$ cat config.mk
export PLATFORM = sky130hd
export DESIGN_NAME = pdmfc_pdo_check_flat
export DESIGN_NICKNAME = d
export VERILOG_FILES = /design/src/rtl/pdmfc_pkg.sv /design/src/rtl/pdmfc_pdo_if.sv /design/src/rtl/pdmfc_pdo_check.sv /design/src/flat_wrapper.sv
export SDC_FILE = /design/constraint.sdc
export NUM_CORES = 1
export LEC_CHECK = 0
export ABC_AREA = 0
export BUFFER_PORTS_ARGS = -buffer_cell sky130_fd_sc_hd__buf_4
export CAP_MARGIN = 20
export CORE_MARGIN = 2
export CORE_UTILIZATION = 30
export DETAILED_ROUTE_END_ITERATION = 6
export GPL_ROUTABILITY_DRIVEN = 1
export PLACE_DENSITY = 0.88
export SYNTH_ARGS = -nofsm -noshare
export SYNTH_HDL_FRONTEND = slang
export SYNTH_SLANG_ARGS = --single-unit
$ cat constraint.sdc
create_clock -name vclk -period 3.15
set_clock_uncertainty 0.1 [all_clocks]
set_input_delay 0.1575 -clock vclk [all_inputs]
set_output_delay 0.1575 -clock vclk [all_outputs]
set_load 0.03 [all_outputs]
$ cat src/rtl/pdmfc_pkg.sv
package pdmfc_pkg;
    // message header field positions
    localparam int HDR_RSV_BIT = 15;
    localparam int NDO_MSB = 14;
    localparam int NDO_LSB = 12;
    localparam int ID_MSB = 11;
    localparam int ID_LSB = 9;
    localparam int ROLE_BIT = 8;
    localparam int REV_MSB = 7;
    localparam int REV_LSB = 6;
    localparam int DROLE_BIT = 5;
    localparam int RSV4_BIT = 4;
    localparam int TYPE_MSB = 3;
    localparam int TYPE_LSB = 0;

    localparam logic [2:0] NDO_NONE = 3'h0;
    localparam logic [3:0] MT_GOODCRC = 4'h1;
    localparam logic [3:0] MT_PING = 4'h5;
    localparam logic [3:0] MT_SRC_CAP = 4'h1;
    localparam logic [3:0] MT_RSV_LO = 4'h0;
    localparam logic [3:0] MT_RSV_E = 4'hE;
    localparam logic [3:0] MT_RSV_F = 4'hF;
    localparam logic [1:0] REV_ACK = 2'h1;
    localparam logic [1:0] REV_NEVER_BMC = 2'h0;

    // power data object field positions
    localparam int PDO_T_MSB = 31;
    localparam int PDO_T_LSB = 30;
    localparam int FLG_MSB = 29;
    localparam int FLG_LSB = 25;
    localparam int RSV_MSB = 24;
    localparam int RSV_LSB = 22;
    localparam int FIX_RSV_MSB = 29;
    localparam int PEAK_MSB = 21;
    localparam int PEAK_LSB = 20;
    localparam int VMAX_MSB = 29;
    localparam int VMAX_LSB = 20;
    localparam int VOLT_MSB = 19;
    localparam int VOLT_LSB = 10;
    localparam int CUR_MSB = 9;
    localparam int CUR_LSB = 0;

    localparam logic [1:0] PDO_FIXED = 2'h0;
    localparam logic [1:0] PDO_BATTERY = 2'h1;
    localparam logic [1:0] PDO_VARIABLE = 2'h2;
    localparam logic [1:0] PDO_ILLEGAL = 2'h3;
    // voltage code in 50 mV units
    localparam logic [9:0] VOLT_5V = 10'h064;

    localparam int MAX_OBJ = 7;
    localparam logic [2:0] OBJ_LAST = 3'h7;

    localparam int CLK_PERIOD_NS = 10;
    localparam int T_RESP_NS = 195000;
    // a longest time, so rounded down
    localparam int RESP_LIMIT_CYC = T_RESP_NS / CLK_PERIOD_NS;
    localparam int T_PING_NS = 10000000;
    localparam int PING_PERIOD_CYC = T_PING_NS / CLK_PERIOD_NS;

    // violation flag positions
    localparam int V_R2 = 0;
    localparam int V_R3 = 1;
    localparam int V_R4 = 2;
    localparam int V_R5 = 3;
    localparam int V_R6 = 4;
    localparam int V_R7 = 5;
    localparam int V_R8 = 6;
    localparam int V_R9 = 7;
    localparam int V_R10 = 8;
    localparam int V_R11 = 9;
    localparam int V_R12 = 10;
    localparam int V_R13 = 11;
    localparam int V_R14 = 12;
    localparam int V_R15 = 13;
    localparam int V_R16 = 14;
    localparam int V_R17 = 15;
    localparam int V_R18 = 16;
    localparam int V_R19 = 17;
    localparam int V_R20 = 18;
    localparam int V_R21 = 19;
    localparam int V_R22 = 20;
    localparam int V_R23 = 21;
    localparam int V_R24 = 22;
    localparam int NVIOL = 23;

    function automatic logic [2:0] hdr_ndo(input logic [15:0] h);
        return h[NDO_MSB:NDO_LSB];
    endfunction

    function automatic logic [3:0] hdr_type(input logic [15:0] h);
        return h[TYPE_MSB:TYPE_LSB];
    endfunction

    function automatic logic [1:0] pdo_kind(input logic [31:0] p);
        return p[PDO_T_MSB:PDO_T_LSB];
    endfunction

    function automatic logic [9:0] pdo_volt(input logic [31:0] p);
        return p[VOLT_MSB:VOLT_LSB];
    endfunction

    function automatic logic [9:0] pdo_cur(input logic [31:0] p);
        return p[CUR_MSB:CUR_LSB];
    endfunction
endpackage
$ cat src/rtl/pdmfc_pdo_if.sv
interface pdmfc_pdo_if;
    logic [31:0] obj;
    logic [31:0] prev;
    logic [31:0] expect_pdo;
    logic [4:0] cap_flags;
    logic first;
    logic has_prev;
    logic err_first;
    logic err_flags;
    logic err_fixed;
    logic err_kind;
    logic err_order;
    logic err_fixed_rsv;
    logic err_range;

    modport check (
        input obj, prev, expect_pdo, cap_flags, first, has_prev,
        output err_first, err_flags, err_fixed, err_kind, err_order, err_fixed_rsv, err_range
    );
    modport feed (
        output obj, prev, expect_pdo, cap_flags, first, has_prev,
        input err_first, err_flags, err_fixed, err_kind, err_order, err_fixed_rsv, err_range
    );
endinterface

$ cat src/rtl/pdmfc_pdo_check.sv
module pdmfc_pdo_check
    import pdmfc_pkg::*;
(
    pdmfc_pdo_if.check p
);
    wire [1:0] kind = pdo_kind(p.obj);
    wire [1:0] prev_kind = pdo_kind(p.prev);
    wire is_fixed = kind == PDO_FIXED;
    wire is_range = (kind == PDO_BATTERY) || (kind == PDO_VARIABLE);
    // fixed < battery < variable, which is exactly the code order
    wire rank_back = kind < prev_kind;
    wire same_rank_not_rising = (kind == prev_kind) && (pdo_volt(p.obj) <= pdo_volt(p.prev));

    assign p.err_first = p.first && (!is_fixed || (p.obj[RSV_MSB:RSV_LSB] != 3'h0)
        || (pdo_volt(p.obj) != VOLT_5V));
    assign p.err_flags = p.first && (p.obj[FLG_MSB:FLG_LSB] != p.cap_flags);
    assign p.err_fixed = is_fixed && ((p.obj[PEAK_MSB:PEAK_LSB] != p.expect_pdo[PEAK_MSB:PEAK_LSB])
        || (pdo_cur(p.obj) != pdo_cur(p.expect_pdo)));
    assign p.err_kind = kind == PDO_ILLEGAL;
    // strict rise also rules out two objects of one kind sharing a voltage
    assign p.err_order = p.has_prev && (rank_back || same_rank_not_rising);
    assign p.err_fixed_rsv = is_fixed && !p.first && ((p.obj[FIX_RSV_MSB:RSV_LSB] != 8'h00)
        || (pdo_volt(p.obj) != pdo_volt(p.expect_pdo)));
    assign p.err_range = is_range && ((p.obj[VMAX_MSB:VMAX_LSB] != p.expect_pdo[VMAX_MSB:VMAX_LSB])
        || (pdo_volt(p.obj) != pdo_volt(p.expect_pdo))
        || (pdo_cur(p.obj) != pdo_cur(p.expect_pdo)));
endmodule

$ cat src/flat_wrapper.sv
// flat-port wrapper written by rule: the top's interface ports become plain ports
module pdmfc_pdo_check_flat import pdmfc_pkg::*;
  (p_obj, p_prev, p_expect_pdo, p_cap_flags, p_first, p_has_prev, p_err_first, p_err_flags, p_err_fixed, p_err_kind, p_err_order, p_err_fixed_rsv, p_err_range);
  pdmfc_pdo_if p_i ();
  input wire logic [$bits(p_i.obj)-1:0] p_obj;
  input wire logic [$bits(p_i.prev)-1:0] p_prev;
  input wire logic [$bits(p_i.expect_pdo)-1:0] p_expect_pdo;
  input wire logic [$bits(p_i.cap_flags)-1:0] p_cap_flags;
  input wire logic [$bits(p_i.first)-1:0] p_first;
  input wire logic [$bits(p_i.has_prev)-1:0] p_has_prev;
  output wire logic [$bits(p_i.err_first)-1:0] p_err_first;
  output wire logic [$bits(p_i.err_flags)-1:0] p_err_flags;
  output wire logic [$bits(p_i.err_fixed)-1:0] p_err_fixed;
  output wire logic [$bits(p_i.err_kind)-1:0] p_err_kind;
  output wire logic [$bits(p_i.err_order)-1:0] p_err_order;
  output wire logic [$bits(p_i.err_fixed_rsv)-1:0] p_err_fixed_rsv;
  output wire logic [$bits(p_i.err_range)-1:0] p_err_range;
  assign p_i.obj = p_obj;
  assign p_i.prev = p_prev;
  assign p_i.expect_pdo = p_expect_pdo;
  assign p_i.cap_flags = p_cap_flags;
  assign p_i.first = p_first;
  assign p_i.has_prev = p_has_prev;
  assign p_err_first = p_i.err_first;
  assign p_err_flags = p_i.err_flags;
  assign p_err_fixed = p_i.err_fixed;
  assign p_err_kind = p_i.err_kind;
  assign p_err_order = p_i.err_order;
  assign p_err_fixed_rsv = p_i.err_fixed_rsv;
  assign p_err_range = p_i.err_range;
  pdmfc_pdo_check u_core (.p(p_i));
endmodule
==> results.sh, run 1 <==
export IMPL_status="finished, final reports clean"
export IMPL_post_cts_resized=0
export IMPL_firstDrtPassIters=3
export IMPL_worst_pin_slew_ns=0.533
export IMPL_syn_avg_cell_area_um2=7.60
export IMPL_power_leakage_nw=0.807
export IMPL_use_met1_pct=18.6
export IMPL_dp_cells=223
export IMPL_synth_area_um2=798
export IMPL_grt_max_degree=4
export IMPL_cp_startpoint="p_obj[15]"
export IMPL_drc=0
export IMPL_critPathLaunchType="input pin"
export IMPL_n_clock_buffer=0
export IMPL_core_um2=2500
export IMPL_wirelength_mm=2.65
export IMPL_ir_drop_mv=0.0747
export IMPL_min_period_over_period_pct=63.7
export IMPL_yosysSeqAreaShare_pct=0
export IMPL_dieArea_um2=3090
export IMPL_drv_slew=0
export IMPL_tns_ns=0
export IMPL_min_from="p_has_prev"
export IMPL_cp_arrival_ns=1.75
export IMPL_met3_usage_pct=2.09
export IMPL_io_pins=110
export IMPL_busiest_layer="met2"
export IMPL_synth_top_area_cell="xor2_1"
export IMPL_whs_endpoint="p_err_order"
export IMPL_ys_types=25
export IMPL_gr_total_overflow=0
export IMPL_antenna_cells=0
export IMPL_grtUsageTotal_pct=16.2
export IMPL_wl_per_cell_um=11.9
export IMPL_crit_chain="buf_4, ha_1, a21oi_1, o21ai_0, a2111oi_0, o311a_1, buf_4"
export IMPL_yosysWarnings=0
export IMPL_via_count=1044
export IMPL_rsz0062_at_grt="no"
export IMPL_cp_data_required_time_ns=2.89
export IMPL_syn_to_final_growth_pct=87.5
export IMPL_register_area_um2=0
export IMPL_antenna_found_initial=0
export IMPL_synthesis_nets=222
export IMPL_power_density_nw_per_um2=129
export IMPL_crit_fanout=3
export IMPL_initial_core_util_pct=31.9
export IMPL_min_path_cells=3
export IMPL_slew_headroom_pct=63.5
export IMPL_path_buf_inv=2
export IMPL_placementRows=18
export IMPL_synthTopCellsByArea="xor2_1 30%, ha_1 22%, xnor2_1 8.8%"
export IMPL_setup_viol=0
export IMPL_synth_top_cell_area_share_pct=29.6
export IMPL_syn_instance_count=105
export IMPL_post_cts_buffers=0
export IMPL_slowest_stage="a2111oi_0"
export IMPL_cp_common_cell="buf_4"
export IMPL_viasPerCell=4.68
export IMPL_critPathTopFamily="compound AO/OA/AOI/OAI gates"
export IMPL_hold_path_class="in -> out"
export IMPL_nNetsFinal=312
export IMPL_die_y_um=55.6
export IMPL_met2_usage_pct=32.7
export IMPL_port_buffers=88
export IMPL_drive_above_1_share_pct=46.1
export IMPL_hold_viol=0
export IMPL_grt_pass1_vias=1077
export IMPL_endpoint_kind="output port"
export IMPL_min_period_ns=2.01
export IMPL_fin_cells=223
export IMPL_path_class="in -> out"
export IMPL_die_w_um=55.6
export IMPL_drt_initial_drc_count=12
export IMPL_gp_congestion=0.754
export IMPL_grt_pass1_wl_mm=4.22
export IMPL_cpPeakStageDelay_ns=0.55
export IMPL_max_freq_mhz=498
export IMPL_hpwlAfterDp_mm=2.45
export IMPL_nFlopsAndLatches=0
export IMPL_cts_hold_buf=0
export IMPL_drv_cap=0
export IMPL_drtAntennaViolNets=0
[worst max-delay path by stage]
| stage | end | slack (ns) | depth (start not counted) |
|---|---|---|---|
| 4_1_cts | p_err_order | 1.16 | 7 |
| 2_1_floorplan | p_err_order | 1.44 | 6 |
| 3_5_place_dp | p_err_order | 1.17 | 7 |
| 6_report | p_err_order | 1.14 | 7 |
| 5_1_grt | p_err_order | 1.07 | 8 |
| 3_3_place_gp | p_err_order | 1.18 | 7 |
[placed cells by master (no fill, tap or decap), types with 3 or more instances in the layout]
cell type,netlist,layout
a21oi_1,3,3
buf_4,0,88
ha_1,14,14
inv_1,17,17
nand2_1,3,3
nand4_1,3,3
nor4_1,6,6
xnor2_1,8,8
xor2_1,27,27
[metrics by stage]
stage	area (um2)	utilization (%)	hold WS [ns]	worst slack [ns]	total power (W)
2_1_floorplan	798	-	0.404	1.44	0.0000823
3_3_place_gp	1500	59.9	0.571	1.18	0.000190
3_5_place_dp	1500	59.9	0.575	1.17	0.000195
4_1_cts	1500	59.9	0.575	1.16	0.000195
5_1_grt	1500	59.9	0.577	1.07	0.000214
6_report	1500	59.9	0.574	1.14	0.000193
[report_power, final]
group          internal [W]  switching, W  total [W]
Clock                     0             0          0
Combinational      0.000114     0.0000789   0.000193
Sequential                0             0          0
Total              0.000114     0.0000789   0.000193
[synthesized netlist by cell type (all sizes together)]
master and number:
a2111oi 1, a211oi 2, a21o 1, a21oi 3, a31oi 2, and2 1
ha 14, inv 17, nand2 3, nand2b 1, nand3 2, nand4 3
nor2 1, nor3 2, nor4 6, nor4b 2, nor4bb 1, o21ai 2
o311a 2, o41a 1, or3 2, or4 1, xnor2 8, xor2 27
[cell type report]
| cell class | instances | area, um2 |
|---|---|---|
| multi-input combinational | 88 | 734 |
| fill | 251 | 1000 |
| timing repair buffer | 88 | 661 |
| inverter | 17 | 63.8 |
| tap | 30 | 37.5 |
[per-layer routing]
metal	wire (um)	share of wire, %
met5	0	0
met4	14	0.53
met3	181	6.8
met2	1370	52
met1	1080	41
[cell families after synthesis]
kind of cell    Yosys count  synth area share [%]
simple gates             25                  19.1
fa+ha+maj                14                  21.9
compound gates           14                  12.5
buf+inv                  17                  7.99
xor+xnor                 35                  38.4
[worst min-delay path, stage by stage]
cell and delay, ns:
buf_4 0.11, o311a_1 0.09, buf_4 0.16
No activity file was read; power rests on OpenSTA's default activity.
==> run 2, diff against run 1 <==
--- a/config.mk
+++ b/config.mk
@@ -5,14 +5,14 @@
 export SDC_FILE = /design/constraint.sdc
 export NUM_CORES = 1
 export LEC_CHECK = 0
-export ABC_AREA = 0
+export ABC_AREA = 1
 export BUFFER_PORTS_ARGS = -buffer_cell sky130_fd_sc_hd__buf_4
 export CAP_MARGIN = 20
 export CORE_MARGIN = 2
 export CORE_UTILIZATION = 30
 export DETAILED_ROUTE_END_ITERATION = 6
 export GPL_ROUTABILITY_DRIVEN = 1
-export PLACE_DENSITY = 0.88
+export PLACE_DENSITY = 0.82
 export SYNTH_ARGS = -nofsm -noshare
 export SYNTH_HDL_FRONTEND = slang
 export SYNTH_SLANG_ARGS = --single-unit
==> constraint.sdc (replaced) <==
create_clock -name vclk -period 1.6
set_clock_uncertainty 0.1 [all_clocks]
set_input_delay 0.08 -clock vclk [all_inputs]
set_output_delay 0.08 -clock vclk [all_outputs]
set_load 0.03 [all_outputs]
==> results.sh, run 2 <==
export IMPL_status="finished, final reports clean"
export IMPL_slowest_stage="ha_1"
export IMPL_power_density_nw_per_um2=239
export IMPL_ir_drop_mv=0.0984
export IMPL_grt_pass1_vias=1295
export IMPL_hpwlAfterDp_mm=2.59
export IMPL_max_freq_mhz=694
export IMPL_post_cts_buffers=0
export IMPL_via_count=1379
export IMPL_p_seq_share_pct=0
export IMPL_syn_instance_count=206
export IMPL_antenna_cells=0
export IMPL_syn_avg_cell_area_um2=5.08
export IMPL_setup_ws_ns=0.159
export IMPL_drv_slew=0
export IMPL_crit_chain="buf_4, inv_1, ha_1, nand2_1, inv_1, a21oi_2, nand3_1, nand2_1, nand2_1, a21oi_1, buf_4"
export IMPL_dieArea_um2=3980
export IMPL_port_buffers=88
export IMPL_die_w_um=63.1
export IMPL_min_period_over_period_pct=90.1
export IMPL_worst_pin_slew_ns=0.295
export IMPL_cpPeakStageDelay_ns=0.29
export IMPL_cp_startpoint="p_prev[19]"
export IMPL_combPwrFrac_pct=100.0
export IMPL_min_period_ns=1.44
export IMPL_wl_per_cell_um=8.14
export IMPL_nFlopsAndLatches=0
export IMPL_path_class="in -> out"
export IMPL_grt_pass1_wl_mm=4.86
export IMPL_io_pins=110
export IMPL_ys_top_cells_by_count="72 x nand2_1, 59 x inv_1, 17 x nor2_1"
export IMPL_antenna_found_initial=0
export IMPL_firstDrtPassIters=4
export IMPL_viasPerCell=4.06
export IMPL_gp_congestion=0.780
export IMPL_clkPwrFrac_pct=0
export IMPL_synthesis_nets=323
export IMPL_gr_total_overflow=0
export IMPL_hold_path_class="in -> out"
export IMPL_initial_core_util_pct=31.4
export IMPL_yosysSeqAreaShare_pct=0
export IMPL_mostFrequentLayoutCell="buf_4"
export IMPL_switching_power_w=0.000187
export IMPL_final_area_um2=1770
export IMPL_syn_to_final_growth_pct=69.2
export IMPL_placementRows=21
export IMPL_sw_frac_of_total_pct=44.3
export IMPL_n_clock_buffer=0
export IMPL_synthTopCellsByArea="nand2_1 26%, inv_1 21%, ha_1 17%"
export IMPL_drtAntennaViolNets=0
export IMPL_ys_types=18
export IMPL_n_fill_cell=352
export IMPL_yosysWarnings=0
export IMPL_cp_data_required_time_ns=1.42
export IMPL_synth_top_cell_area_share_pct=25.8
export IMPL_drive_above_1_share_pct=31.6
export IMPL_drc=0
export IMPL_drt_initial_drc_count=29
export IMPL_cts_hold_buf=0
export IMPL_nNetsFinal=413
export IMPL_synth_area_um2=1050
export IMPL_power_leakage_nw=1.14
export IMPL_cp_arrival_ns=1.26
export IMPL_yosysMostFrequentCell="nand2_1"
export IMPL_endpoint_kind="output port"
export IMPL_crit_end="p_err_order"
export IMPL_cp_common_cell="nand2_1"
export IMPL_setup_viol=0
export IMPL_tns_ns=0
export IMPL_core_um2=3340
export IMPL_synth_top_area_cell="nand2_1"
export IMPL_grtUsageTotal_pct=14.0
export IMPL_rsz0062_at_grt="no"
export IMPL_slew_headroom_pct=80.1
export IMPL_placed_area_um2=1770
export IMPL_wirelength_mm=2.77
export IMPL_die_y_um=63.1
export IMPL_grt_max_degree=5
export IMPL_critPathLaunchType="input pin"
export IMPL_intPower_w=0.000236
export IMPL_crit_fanout=2
export IMPL_dp_slack_ns=0.133
export IMPL_hold_viol=0
export IMPL_register_area_um2=0
export IMPL_mostFrequentLayoutCells="88 x buf_4, 72 x nand2_1, 59 x inv_1, 16 x nor2_1, 14 x ha_1"
export IMPL_multi_input_area_um2=832
export IMPL_drv_cap=0
-- run 2: logic make-up (layout without fill, tap and decap cells) --
family | count (synthesis) | after routing | share of synthesized area, %
and+or+nand+nor | 104 | 104 | 40.6
buffers and inverters | 59 | 147 | 21.1
xor gates and xnor gates | 20 | 20 | 16.7
adders and majority gates | 14 | 14 | 16.7
AOI/OAI and AO/OA | 9 | 9 | 4.78
-- run 2: what timing repair did --
action | CTS | global route
endpoints found under the setup margin | 0 | 1
endpoints found under the hold margin | 0 | 0
gates resized for setup | 0 | 2
-- run 2: area by class of cell --
class / count / share of cell area, %
Inverter: 59 / 12.5
Multi-Input combinational cell: 147 / 47.0
Tap cell: 46 / 3.25
Timing Repair Buffer: 88 / 37.3
-- run 2: how the worst min path moves through the flow --
stage | start | to | slack (ns) | depth (start not counted)
floorplan | p_has_prev | p_err_order | 0.21 | 2
global placement | p_has_prev | p_err_order | 0.39 | 4
detailed placement | p_has_prev | p_err_order | 0.40 | 4
CTS | p_has_prev | p_err_order | 0.40 | 4
global route | p_has_prev | p_err_order | 0.42 | 4
finish | p_has_prev | p_err_order | 0.40 | 4
-- run 2: critical path: cells and delay by family --
kind / cells / cell delay [ns]
AOI/OAI and AO/OA: 2 / 0.25
and+or+nand+nor: 4 / 0.29
adders and majority gates: 1 / 0.29
buffers and inverters: 4 / 0.34
-- run 2: power groups by stage --
stage	Clock (W)	Combinational (W)	Sequential, W
after global placement	0	0.000416	0
after global routing	0	0.000483	0
final	0	0.000423	0
after floorplan	0	0.000200	0
after CTS	0	0.000427	0
after detailed placement	0	0.000426	0
-- run 2: per-layer routing --
metal / GRT usage (%) / share of wire, % / routed length (um)
met5: 0 / 0 / 0
met4: 0 / 0 / 0
met3: 2.14 / 9.7 / 268
met2: 27.5 / 48 / 1320
met1: 16.8 / 43 / 1180
-- run 2: metrics by stage --
step / power (W) / instances / hold WS [ns] / util (%)
floorplan: 0.000200 / 206 / 0.210 / -
global placement: 0.000416 / 340 / 0.394 / 52.9
detailed placement: 0.000426 / 340 / 0.399 / 52.9
CTS: 0.000427 / 340 / 0.400 / 52.9
global route: 0.000483 / 340 / 0.416 / 53.1
finish: 0.000423 / 340 / 0.396 / 53.1
